**config.mk**
```make
export PLATFORM = sky130hd
export DESIGN_NAME = torque_speed_mode_arbiter
export DESIGN_NICKNAME = d
export VERILOG_FILES = /design/src/torque_arbiter_pkg.sv /design/src/torque_ref_scaler.sv /design/src/torque_speed_mode_arbiter.sv
export VERILOG_INCLUDE_DIRS = /design/src
export SDC_FILE = /design/constraint.sdc
export NUM_CORES = 2
export LEC_CHECK = 0
export BUFFER_PORTS_ARGS = -buffer_cell sky130_fd_sc_hd__buf_4
export CORE_ASPECT_RATIO = 1.25
export CORE_MARGIN = 2
export CORE_UTILIZATION = 51
export CTS_CLUSTER_DIAMETER = 50
export DETAILED_ROUTE_END_ITERATION = 6
export HOLD_SLACK_MARGIN = 0.03
export PLACE_DENSITY = 0.64
export SYNTH_ARGS = -nofsm -noshare
export SYNTH_HDL_FRONTEND = slang
export SYNTH_SLANG_ARGS = --single-unit
```
**constraint.sdc**
```tcl
create_clock -name clk -period 39.2 [get_ports clk]
set_input_delay 1.96 -clock clk [delete_from_list [all_inputs] [get_ports clk]]
set_output_delay 1.96 -clock clk [all_outputs]
set_load 0.02 [all_outputs]
```
**src/torque_arbiter_cfg.svh**
```systemverilog
`ifndef TORQUE_ARBITER_CFG_SVH
`define TORQUE_ARBITER_CFG_SVH

// ****************************************
// Register offsets
// ****************************************
`define CFG_OFS_MODE 8'h00
`define CFG_OFS_PRI_REF 8'h04
`define CFG_OFS_PRI_DIV 8'h08
`define CFG_OFS_SEC_REF 8'h0C
`define CFG_OFS_SEC_MULT 8'h10
`define CFG_OFS_TRIM 8'h14
`define CFG_OFS_SETPT 8'h18
`define CFG_OFS_DWELL 8'h1C
`define CFG_OFS_STATUS 8'h20
`define CFG_OFS_CMD 8'h24
`define CFG_OFS_TREF 8'h28

// ****************************************
// Reset values and fields
// ****************************************
`define CFG_RST_MODE 4'h1
`define CFG_RST_DIV 16'h0001
`define CFG_RST_MULT 16'h0001
`define CFG_RST_SETPT 16'h0000
`define CFG_RST_DWELL 16'h0000
`define STAT_BIT_SPEED 0
`define STAT_BIT_FORCED 1

// ****************************************
// Mode codes
// ****************************************
`define MODE_ZERO 4'h0
`define MODE_SPEED 4'h1
`define MODE_TORQUE 4'h2
`define MODE_MIN 4'h3
`define MODE_MAX 4'h4
`define MODE_SUM 4'h5
`define MODE_ABS_MIN 4'h6
`define MODE_LIM_MIN 4'h7
`define MODE_LIM_MAX 4'h8

`endif

```
**src/torque_arbiter_pkg.sv**
```systemverilog
package torque_arbiter_pkg;
   // Limited-speed torque control state
   typedef enum logic [0:0] {ST_TORQUE, ST_SPEED} speed_limited_torque_mode_state_t;
   // Register selected by a bus address
   typedef enum logic [3:0] {
      SEL_MODE, SEL_PRI_REF, SEL_PRI_DIV, SEL_SEC_REF, SEL_SEC_MULT,
      SEL_TRIM, SEL_SETPT, SEL_DWELL, SEL_STATUS, SEL_CMD, SEL_TREF,
      SEL_NONE
   } reg_sel_t;
endpackage

```
**src/torque_ref_scaler.sv**
```systemverilog
`timescale 1ns/10ps

module torque_ref_scaler #(
   parameter int W = 16
) (
   input wire logic clk,
   input wire logic rstn,
   input wire logic signed [W-1:0] primaryRef,
   input wire logic [W-1:0] primaryDiv,
   input wire logic signed [W-1:0] secondaryRef,
   input wire logic signed [W-1:0] secondaryMult,
   input wire logic signed [W-1:0] trim,
   output logic signed [W-1:0] torqueRef
);
   localparam int SW = 2*W+2;
   logic signed [W:0] divSafe;
   logic signed [W:0] quotient;
   logic signed [2*W-1:0] product;
   logic signed [SW-1:0] total;
   logic signed [W-1:0] torqueRef_reg;
   logic signed [W-1:0] torqueRef_next;

   // A zero divider is taken as one rather than faulting the loop
   always_comb begin
      divSafe = $signed({1'b0, primaryDiv});
      if (primaryDiv == '0) begin
         divSafe = (W+1)'(1);
      end
      quotient = $signed({primaryRef[W-1], primaryRef}) / divSafe;
      product = secondaryRef * secondaryMult;
      total = SW'(quotient) + SW'(product) + SW'(trim);
      // Saturate instead of wrapping, a wrap would flip torque sign
      if (total[SW-1:W-1] == '0 || total[SW-1:W-1] == '1) begin
         torqueRef_next = total[W-1:0];
      end else if (total[SW-1]) begin
         torqueRef_next = {1'b1, {(W-1){1'b0}}};
      end else begin
         torqueRef_next = {1'b0, {(W-1){1'b1}}};
      end
   end

   // One sample of latency on the scaled reference
   always_ff @(posedge clk or negedge rstn) begin
      if (!rstn) begin
         torqueRef_reg <= '0;
      end else begin
         torqueRef_reg <= torqueRef_next;
      end
   end

   assign torqueRef = torqueRef_reg;
endmodule

```
**src/torque_speed_mode_arbiter.sv**
```systemverilog
`timescale 1ns/10ps
`include "torque_arbiter_cfg.svh"

module torque_speed_mode_arbiter
   import torque_arbiter_pkg::*;
#(
   parameter int W = 16,
   parameter int AW = 8
) (
   input wire logic clk,
   input wire logic rstn,
   input wire logic [AW-1:0] paddr,
   input wire logic psel,
   input wire logic penable,
   input wire logic pwrite,
   input wire logic [31:0] pwdata,
   output logic [31:0] prdata,
   output logic pready,
   output logic pslverr,
   input wire logic signed [W-1:0] speedRef,
   input wire logic signed [W-1:0] speedFbk,
   input wire logic signed [W-1:0] spdRegTorque,
   output logic signed [W-1:0] torqueCmd,
   output logic preloadStrobe,
   output logic signed [W-1:0] preloadValue,
   output logic speedActive,
   output logic forcedSpeed
);
   // ****************************************
   // Declarations
   // ****************************************
   logic [3:0] modeSel_reg;
   logic signed [W-1:0] primaryRef_reg;
   logic [W-1:0] primaryDiv_reg;
   logic signed [W-1:0] secondaryRef_reg;
   logic signed [W-1:0] secondaryMult_reg;
   logic signed [W-1:0] trim_reg;
   logic signed [W-1:0] errSetpt_reg;
   logic [W-1:0] dwell_reg;
   logic [31:0] prdata_reg;
   logic [31:0] readData;
   reg_sel_t sel;
   logic wrEn;
   logic signed [W-1:0] tref;
   logic signed [W:0] speedErr;
   logic signed [W:0] spdExt;
   logic signed [W:0] trefExt;
   logic signed [W:0] setptExt;
   logic slatMin;
   logic slatMax;
   logic slatOn;
   logic setCond;
   logic relCond;
   logic toSpeed;
   logic toTorque;
   speed_limited_torque_mode_state_t state_reg;
   speed_limited_torque_mode_state_t state_next;
   logic forced_reg;
   logic forced_next;
   logic [W-1:0] dwellCnt_reg;
   logic dwellDone;
   logic signed [W-1:0] torqueCmd_reg;
   logic signed [W-1:0] cmdNext;
   logic signed [W:0] sumFull;
   logic signed [W:0] absSpd;
   logic signed [W:0] absTref;
   logic preloadStrobe_reg;
   logic signed [W-1:0] preloadValue_reg;

   // ****************************************
   // Helper functions
   // ****************************************
   // Address decode, shared by write, read and error paths
   function automatic reg_sel_t regSel(input logic [AW-1:0] a);
      reg_sel_t s;
      s = SEL_NONE;
      case (a)
         AW'(`CFG_OFS_MODE): s = SEL_MODE;
         AW'(`CFG_OFS_PRI_REF): s = SEL_PRI_REF;
         AW'(`CFG_OFS_PRI_DIV): s = SEL_PRI_DIV;
         AW'(`CFG_OFS_SEC_REF): s = SEL_SEC_REF;
         AW'(`CFG_OFS_SEC_MULT): s = SEL_SEC_MULT;
         AW'(`CFG_OFS_TRIM): s = SEL_TRIM;
         AW'(`CFG_OFS_SETPT): s = SEL_SETPT;
         AW'(`CFG_OFS_DWELL): s = SEL_DWELL;
         AW'(`CFG_OFS_STATUS): s = SEL_STATUS;
         AW'(`CFG_OFS_CMD): s = SEL_CMD;
         AW'(`CFG_OFS_TREF): s = SEL_TREF;
         default: s = SEL_NONE;
      endcase
      return s;
   endfunction

   // Clamp a one-bit-wider sum back into the torque range
   function automatic logic signed [W-1:0] satW(
      input logic signed [W:0] v
   );
      logic signed [W-1:0] r;
      r = v[W-1:0];
      if (v[W] != v[W-1]) begin
         r = v[W] ? {1'b1, {(W-1){1'b0}}} : {1'b0, {(W-1){1'b1}}};
      end
      return r;
   endfunction

   // ****************************************
   // APB slave
   // ****************************************
   // Zero wait states; unmapped or read-only writes flag an error
   assign sel = regSel(paddr);
   assign wrEn = psel && penable && pwrite && sel < SEL_STATUS;
   assign pready = 1'b1;
   assign pslverr = psel && penable
      && (sel == SEL_NONE || (pwrite && sel >= SEL_STATUS));
   assign prdata = prdata_reg;

   // Configuration registers
   always_ff @(posedge clk or negedge rstn) begin
      if (!rstn) begin
         modeSel_reg <= `CFG_RST_MODE;
         primaryRef_reg <= '0;
         primaryDiv_reg <= `CFG_RST_DIV;
         secondaryRef_reg <= '0;
         secondaryMult_reg <= `CFG_RST_MULT;
         trim_reg <= '0;
         errSetpt_reg <= `CFG_RST_SETPT;
         dwell_reg <= `CFG_RST_DWELL;
      end else if (wrEn) begin
         case (sel)
            SEL_MODE: modeSel_reg <= pwdata[3:0];
            SEL_PRI_REF: primaryRef_reg <= pwdata[W-1:0];
            SEL_PRI_DIV: primaryDiv_reg <= pwdata[W-1:0];
            SEL_SEC_REF: secondaryRef_reg <= pwdata[W-1:0];
            SEL_SEC_MULT: secondaryMult_reg <= pwdata[W-1:0];
            SEL_TRIM: trim_reg <= pwdata[W-1:0];
            SEL_SETPT: errSetpt_reg <= pwdata[W-1:0];
            SEL_DWELL: dwell_reg <= pwdata[W-1:0];
            default: ;
         endcase
      end
   end

   // Read mux; narrow fields sit low, upper bits read zero
   always_comb begin
      readData = '0;
      case (sel)
         SEL_MODE: readData[3:0] = modeSel_reg;
         SEL_PRI_REF: readData[W-1:0] = primaryRef_reg;
         SEL_PRI_DIV: readData[W-1:0] = primaryDiv_reg;
         SEL_SEC_REF: readData[W-1:0] = secondaryRef_reg;
         SEL_SEC_MULT: readData[W-1:0] = secondaryMult_reg;
         SEL_TRIM: readData[W-1:0] = trim_reg;
         SEL_SETPT: readData[W-1:0] = errSetpt_reg;
         SEL_DWELL: readData[W-1:0] = dwell_reg;
         SEL_STATUS: begin
            readData[`STAT_BIT_SPEED] = state_reg == ST_SPEED;
            readData[`STAT_BIT_FORCED] = forced_reg;
         end
         SEL_CMD: readData[W-1:0] = torqueCmd_reg;
         SEL_TREF: readData[W-1:0] = tref;
         default: readData = '0;
      endcase
   end

   // Read data captured in the setup cycle, stable in access
   always_ff @(posedge clk or negedge rstn) begin
      if (!rstn) begin
         prdata_reg <= '0;
      end else if (psel && !penable) begin
         prdata_reg <= readData;
      end
   end

   // ****************************************
   // Torque reference scaling
   // ****************************************
   torque_ref_scaler #(
      .W(W)
   ) u_torque_ref_scaler (
      .clk(clk),
      .rstn(rstn),
      .primaryRef(primaryRef_reg),
      .primaryDiv(primaryDiv_reg),
      .secondaryRef(secondaryRef_reg),
      .secondaryMult(secondaryMult_reg),
      .trim(trim_reg),
      .torqueRef(tref)
   );

   // ****************************************
   // Limited-speed torque conditions
   // ****************************************
   // Error is reference minus feedback, one bit wider to avoid wrap
   assign spdExt = (W+1)'(spdRegTorque);
   assign trefExt = (W+1)'(tref);
   assign setptExt = (W+1)'(errSetpt_reg);
   assign speedErr = (W+1)'(speedRef) - (W+1)'(speedFbk);
   assign slatMin = modeSel_reg == `MODE_LIM_MIN;
   assign slatMax = modeSel_reg == `MODE_LIM_MAX;
   assign slatOn = slatMin || slatMax;

   // Forcing and release tests swap direction between min and max
   always_comb begin
      setCond = 1'b0;
      relCond = 1'b0;
      toSpeed = 1'b0;
      toTorque = 1'b0;
      if (slatMin) begin
         setCond = speedErr < 0;
         relCond = speedErr > setptExt;
         toSpeed = spdExt < trefExt || setCond;
         toTorque = spdExt > trefExt;
      end else if (slatMax) begin
         setCond = speedErr > 0;
         relCond = speedErr < setptExt;
         toSpeed = spdExt > trefExt || setCond;
         toTorque = spdExt < trefExt;
      end
   end

   // Release needs the dwell reached, zero dwell means at once
   assign dwellDone = dwellCnt_reg >= dwell_reg;

   // Dwell counter in samples, restarting on any failed comparison
   always_ff @(posedge clk or negedge rstn) begin
      if (!rstn) begin
         dwellCnt_reg <= '0;
      end else if (!slatOn || !forced_reg || !relCond) begin
         dwellCnt_reg <= '0;
      end else if (dwellCnt_reg != '1) begin
         dwellCnt_reg <= dwellCnt_reg + 1'b1;
      end
   end

   // Forced-speed flag; setting wins over release
   always_comb begin
      forced_next = forced_reg;
      if (!slatOn) begin
         forced_next = 1'b0;
      end else if (setCond) begin
         forced_next = 1'b1;
      end else if (forced_reg && relCond && dwellDone) begin
         forced_next = 1'b0;
      end
   end

   always_ff @(posedge clk or negedge rstn) begin
      if (!rstn) begin
         forced_reg <= 1'b0;
      end else begin
         forced_reg <= forced_next;
      end
   end

   // Torque/speed control state
   always_comb begin
      state_next = state_reg;
      if (!slatOn) begin
         state_next = ST_TORQUE;
      end else begin
         case (state_reg)
            ST_TORQUE: begin
               if (toSpeed) begin
                  state_next = ST_SPEED;
               end
            end
            ST_SPEED: begin
               // Still forced blocks the return
               if (!forced_reg && !setCond && toTorque) begin
                  state_next = ST_TORQUE;
               end
            end
            default: state_next = ST_TORQUE;
         endcase
      end
   end

   always_ff @(posedge clk or negedge rstn) begin
      if (!rstn) begin
         state_reg <= ST_TORQUE;
      end else begin
         state_reg <= state_next;
      end
   end

   // Preload pulse at takeover keeps the torque step smooth
   always_ff @(posedge clk or negedge rstn) begin
      if (!rstn) begin
         preloadStrobe_reg <= 1'b0;
         preloadValue_reg <= '0;
      end else begin
         preloadStrobe_reg <= slatOn && state_reg == ST_TORQUE
            && toSpeed;
         if (slatOn && state_reg == ST_TORQUE && toSpeed) begin
            preloadValue_reg <= slatMin ? torqueCmd_reg : tref;
         end
      end
   end

   // ****************************************
   // Torque command selection
   // ****************************************
   assign sumFull = spdExt + trefExt;
   assign absSpd = spdExt < 0 ? -spdExt : spdExt;
   assign absTref = trefExt < 0 ? -trefExt : trefExt;

   // Mode decode; unknown codes command zero torque for safety
   always_comb begin
      case (modeSel_reg)
         `MODE_ZERO: cmdNext = '0;
         `MODE_SPEED: cmdNext = spdRegTorque;
         `MODE_TORQUE: cmdNext = tref;
         `MODE_MIN: begin
            cmdNext = spdExt < trefExt ? spdRegTorque : tref;
         end
         `MODE_MAX: begin
            cmdNext = spdExt > trefExt ? spdRegTorque : tref;
         end
         `MODE_SUM: cmdNext = satW(sumFull);
         `MODE_ABS_MIN: begin
            cmdNext = absSpd < absTref ? spdRegTorque : tref;
         end
         `MODE_LIM_MIN, `MODE_LIM_MAX: begin
            cmdNext = state_next == ST_SPEED ? spdRegTorque : tref;
         end
         default: cmdNext = '0;
      endcase
   end

   always_ff @(posedge clk or negedge rstn) begin
      if (!rstn) begin
         torqueCmd_reg <= '0;
      end else begin
         torqueCmd_reg <= cmdNext;
      end
   end

   assign torqueCmd = torqueCmd_reg;
   assign preloadStrobe = preloadStrobe_reg;
   assign preloadValue = preloadValue_reg;
   assign speedActive = state_reg == ST_SPEED;
   assign forcedSpeed = forced_reg;
endmodule

```
======== Yosys cells after proc, flatten, opt, wreduce, memory -nomap -nowiden ========
Index checks and enable logic that the tools add are counted.
word-level totals
  flip-flop bits (word level) ............. 199
  bits of input ports ..................... 93
  output and inout bits ................... 69
operators by class
  add/subtract/negate cells ............... 7
  $mul .................................... 1
  divide/modulo/power cells ............... 1
  $lt $le $gt $ge ......................... 12
  eq/ne operators ......................... 33
  multiplexer cells ....................... 34
  bitwise logic cells ..................... 1
  reduce and logical (&&, ||, !) cells .... 38
operator list
  kind                                                            number
  2-to-1 mux 16 bit                                               12
  one-hot mux 16 bit (7 select lines)                             1
  one-hot mux 12 bit (9 select lines)                             1
  one-hot mux 4 bit (11 select lines)                             1
  adder 33 x 16 -> 34 bit                                         1
  2-to-1 mux 17 bit                                               2
  negation 16 -> 17 bit                                           2
  adder 17 x 32 -> 33 bit                                         1
  equality test 4 x 3 -> 1 bit, second input constant             8
  equality test 8 x 5 -> 1 bit, second input constant             4
  less-than comparator 16 x 1 -> 1 bit, second input constant     2
  multiplier 16 x 16 -> 32 bit                                    1
  equality test 8 x 6 -> 1 bit, second input constant             3
  one-hot mux 2 bit (11 select lines)                             1
  equality test 4 bit, second input constant                      5
  one-hot mux 2 bit (10 select lines)                             1
  equality test 19 bit, second input constant                     1
  logical NOT 19 bit                                              1
  adder 16 x 16 -> 17 bit                                         1
  divider 17 x 17 -> 17 bit                                       1
  greater-than comparator 17 x 1 -> 1 bit, second input constant  1
  greater-than comparator 17 x 16 -> 1 bit                        1
  less-than comparator 17 x 1 -> 1 bit, second input constant     1
  less-than comparator 17 x 16 -> 1 bit                           1
  other kinds (27)                                                73

======== Longest topological paths before layout ========
  depth after elaboration ................. 12
  gate-level depth with buffers ........... 171
  gate-level depth less buffers ........... 158

======== Modules after synthesis ========
Synthesis repeated with hierarchy kept, for this count alone.
unflattened totals
  cell total of the unflattened synthesis .. 3823
  area, all modules ....................... 32572.5 um^2
by module, submodules not included
  module                     times used  cells each  area each (um^2)  sequential area each (um^2)
  torque_ref_scaler          1           2491        20035.5           400.4
  torque_speed_mode_arbiter  1           1332        12537.0           4583.1

======== Worst setup path before layout ========
No wires, ideal clock.
  kind .................................... register to register
  from .................................... register primaryDiv_reg[15]
  to ...................................... register u_torque_ref_scaler.torqueRef_reg[5] (netlist: u_torque_ref_scaler.torqueRef[5])
  library setup time ...................... 0.083 ns
  data arrival time ....................... 36.202 ns
  data required time ...................... 39.117 ns
  path slack .............................. 2.915 ns
  stages on the path, launching flop included .. 157
  buffers on the path ..................... 18
  cells stage by stage .................... dfrtp_1 > clkbuf_1 > or3_1 > clkbuf_1 > nor4_1 > nand2_1 > nor3_1 > or2_2 > inv_1 > ha_1 > o21ai_0 > nor2_1 > ha_1 > o21ai_0 > a21oi_1 > nand2_1 > nand2_1 > o21ai_0 > [... 121 more ...] > ha_1 > inv_1 > fa_1 > fa_1 > fa_1 > inv_1 > ha_1 > o2111ai_1 > or3_1 > o211a_1 > o21a_1 > or4_1 > nand3_1 > and3_1 > a22o_1 > buf_2 > buf_4 > mux2i_1
between the ends
  word-level cells in the longest chain between the ends .. 8
  elaborated cells between the ends (all ways) .. 10
  those cells by class .................... add/sub: 2; div: 1; eq/ne: 1; mux: 3; reduce/logical: 3
RTL lines
  element                                                     RTL line                          text
  start: declaration                                          torque_speed_mode_arbiter.sv:34   logic [W-1:0] primaryDiv_reg;
  start signal: assignment                                    torque_speed_mode_arbiter.sv:122  primaryDiv_reg <= `CFG_RST_DIV;
  start signal: assignment                                    torque_speed_mode_arbiter.sv:132  SEL_PRI_DIV: primaryDiv_reg <= pwdata[W-1:0];
  logical NOT 16 bit                                          torque_ref_scaler.sv:26           if (primaryDiv == '0) begin
  2-to-1 mux 16 bit *                                         torque_ref_scaler.sv:26
  divider 17 x 17 -> 17 bit *                                 torque_ref_scaler.sv:29           quotient = $signed({primaryRef[W-1], primaryRef}) / divSafe;
  adder 17 x 32 -> 33 bit *                                   torque_ref_scaler.sv:31           total = SW'(quotient) + SW'(product) + SW'(trim);
  adder 33 x 16 -> 34 bit *                                   torque_ref_scaler.sv:31
  equality test 19 bit or logical NOT 19 bit (tied branches)  torque_ref_scaler.sv:33           if (total[SW-1:W-1] == '0 || total[SW-1:W-1] == '1) begin
  logical OR 1 bit                                            torque_ref_scaler.sv:33
  2-to-1 mux 16 bit *                                         torque_ref_scaler.sv:33
  net u_torque_ref_scaler.torqueRef_next[5]                   torque_ref_scaler.sv:21           logic signed [W-1:0] torqueRef_next;
  end signal: assignment                                      torque_ref_scaler.sv:47           torqueRef_reg <= torqueRef_next;
  end: declaration                                            torque_ref_scaler.sv:20           logic signed [W-1:0] torqueRef_reg;
The timed path passes the listed nets; every way through them passes the cells marked *.
A chain may end at the register's enable or synchronous reset.

======== Worst setup path in the final report ========
  from .................................... register primaryDiv_reg[6]
  to ...................................... register u_torque_ref_scaler.torqueRef_reg[1] (netlist: u_torque_ref_scaler.torqueRef[1])
Same word-level chain as after synthesis.

==> qor.yml <==
grt.total_usage_pct: 32.9
grt_pass1_wl_um: 171000
busiest_layer: "met2"
fin_crit_ns: 36.96
vias_per_cell: 5.91
start_util_pct: 51.6
die_h_um: 289
antenna_left: 0
yosysWarnings: 0
violations: "DRC"
startpoint_type: "register"
drt_iter0_markers: 2225
layout-drive-gt1-share_pct: 16.5
crit_required_ns: 39.59
yosys-top-cells-area: "fa_1 18%, dfrtp_1 15%, ha_1 13%, inv_1 6.2%, nand2_1 5.2%"
finalSetupTns_ns: 0
synth_flop_cell: "dfrtp_1"
fin_crit_sh_pct: 94.3
hold_path_class: "reg2reg"
ys_types: 94
critPathCaptureType: "register"
setup_violations: 0
maxSlewViolCount: 0
yosysTopAreaCellShare_pct: 18.3
via_count: 31221
peakVddDrop_mv: 0.0281
powerDensity_nw_per_um2: 19.2
critPathLaunch: "primaryDiv_reg[6]"
syn_area_um2: 33200
firstDrtPassIters: 7
nNetsFinal: 5163
hold_violations: 0
die_x_um: 232
grt_overflow: 0
relSlewSlack_pct: 18.1
ys_async_sr_fraction_pct: 100
cp_common_cell: "ha_1"
grt_use_met3_pct: 4.25
slowest_stage: "or4_1"
gr-usage-met2_pct: 58.5
cts_hold_buffers: 0
worstSkewPairLatency_ns: 0.45
critPathMaxFanout: 14
grt_max_degree: 81
drt_wl_total_um: 109000
p_leak_nw: 19.0
rsz0062_at_grt: "no"
tritoncts: "built"
synthTopCellsByCount: "553 x inv_1, 460 x nand2_1, 346 x ha_1"
cts_buffers: 17
critPathKind: "reg2reg"
clk_pin_slew_ns: 0.08
worstMarginPinSlew_ns: 1.22
drcViolationCount: 11
synth_edf_count: 0
synth_most_common_cell: "inv_1"
r2r_cells: 155
hpwlAfterDp_um: 88500
r2r_setup_slack_ns: 2.24
synth_largest_area_cell: "fa_1"
synth_area_per_cell_um2: 8.27
port-buffer-count: 128
status: "finished, violations left"
critPathArrivalTime_ns: 37.35
antenna_cells: 0
fp.dieArea_um2: 67200
core_um2: 64400
use_met1_pct: 39.3
ys_seq_area_share_pct: 15.0
power_w: 0.000738
cts.sinks: 199
reg2reg_from: "primaryDiv_reg[6]"
ys_ff_latch: 199
synthCells: 4015
finClkSkew_ns: 0.0116
hold_slack_ns: 0.551
ioPinCount: 162
globalplace.congestion: 0.970
crit_end: "u_torque_ref_scaler.torqueRef[1]"
cts-root-buf: "clkbuf_16"
rows: 104
cap_violations: 0
fmax_ghz: 0.0271
grt_antenna_before_repair: 0
grt_pass1_vias: 30954
crit_path_max_incr_delay_ns: 0.59
wl_per_cell_um: 20.7
r2r_end: "u_torque_ref_scaler.torqueRef[1]"
areaGrowthSynthToFinish_pct: 15.8
cts_max_level: 4
clk_path_buf_depth: 2
[cell usage in the layout (no fill, tap or decap), types with 64 or more instances in the layout]
cell type,synthesis,layout
o21a_1,64,64
o21ai_0,203,200
and2_1,101,102
fa_1,304,303
xnor2_1,126,125
ha_1,346,345
nand3_1,65,65
mux2_2,85,85
nand2_1,460,460
nor3_1,85,77
nor2_1,229,228
a21oi_1,153,152
inv_1,553,553
dfrtp_1,196,196
buf_4,18,525
[per-stage QoR]
stage | cell area, um^2 | cells | worst slack (ns) | util (%)
after floorplan | 33300 | 4033 | 2.91 | -
after global placement | 37700 | 5246 | 1.31 | 58.5
after detailed placement | 37700 | 5246 | 1.31 | 58.5
after CTS | 38300 | 5278 | 1.08 | 59.5
after global routing | 38500 | 5281 | 0.0857 | 59.7
final | 38500 | 5281 | 2.24 | 59.7
[worst min-delay path by stage]
| stage | startpoint | cells after the start | slack [ns] | to |
|---|---|---|---|---|
| detailed placement | prdata[7] | 2 | 0.53 | prdata[7] |
| floorplan | dwellCnt_reg[15] | 1 | 0.49 | dwellCnt_reg[15] |
| global route | prdata[7] | 2 | 0.56 | prdata[7] |
| finish | dwellCnt_reg[15] | 1 | 0.55 | dwellCnt_reg[15] |
| global placement | prdata[7] | 2 | 0.53 | prdata[7] |
| CTS | dwellCnt_reg[15] | 1 | 0.55 | dwellCnt_reg[15] |
[routing by layer]
layer / vias up / wire length [um]
met2: 1154 / 53900
met5: - / 0
met3: 298 / 7290
met1: 15137 / 41800
li1: 14632 / -
met4: 0 / 6140
[where the power goes]
group / leakage, nW / switching (W) / internal, W
Sequential: 2.27 / 0.0000513 / 0.000229
Combinational: 16.4 / 0.000157 / 0.000117
Clock: 0.293 / 0.0000894 / 0.0000946
[cells by family after synthesis]
kind of cell / Yosys count / synth area share [%]
flip-flops: 199 / 15.0
AO/OA/AOI/OAI: 918 / 18.9
AND/OR/NAND/NOR: 1233 / 17.8
buffers and inverters: 715 / 8.33
other: 2 / 0.0226
XOR/XNOR: 182 / 4.80
adder cells (fa/ha/maj): 650 / 31.3
multiplexers: 116 / 3.82
[worst max-delay path: cells and delay by family (launching register included)]
| family | cells | cell delay [ns] |
|---|---|---|
| AND/OR/NAND/NOR | 43 | 9.91 |
| flip-flops | 1 | 0.50 |
| adder cells (fa/ha/maj) | 24 | 8.20 |
| multiplexers | 6 | 1.96 |
| XOR/XNOR | 2 | 0.41 |
| buffers and inverters | 23 | 3.41 |
| AO/OA/AOI/OAI | 57 | 12.40 |
[final cells by class]
class                           count  area [um^2]
Fill cell                        6074        25900
Multi-Input combinational cell   3119        25700
Sequential cell                   199         4980
Timing Repair Buffer              529         4020
Inverter                          554         2080
Tap cell                          848         1060
Clock buffer                       19          453
Clock inverter                     13          153
[what timing repair did]
item / CTS / global route
endpoints found under the setup margin: 0 / 16
buffers inserted: 0 / 3
resized for setup: 0 / 32
Power figures use the tool's default switching activity.
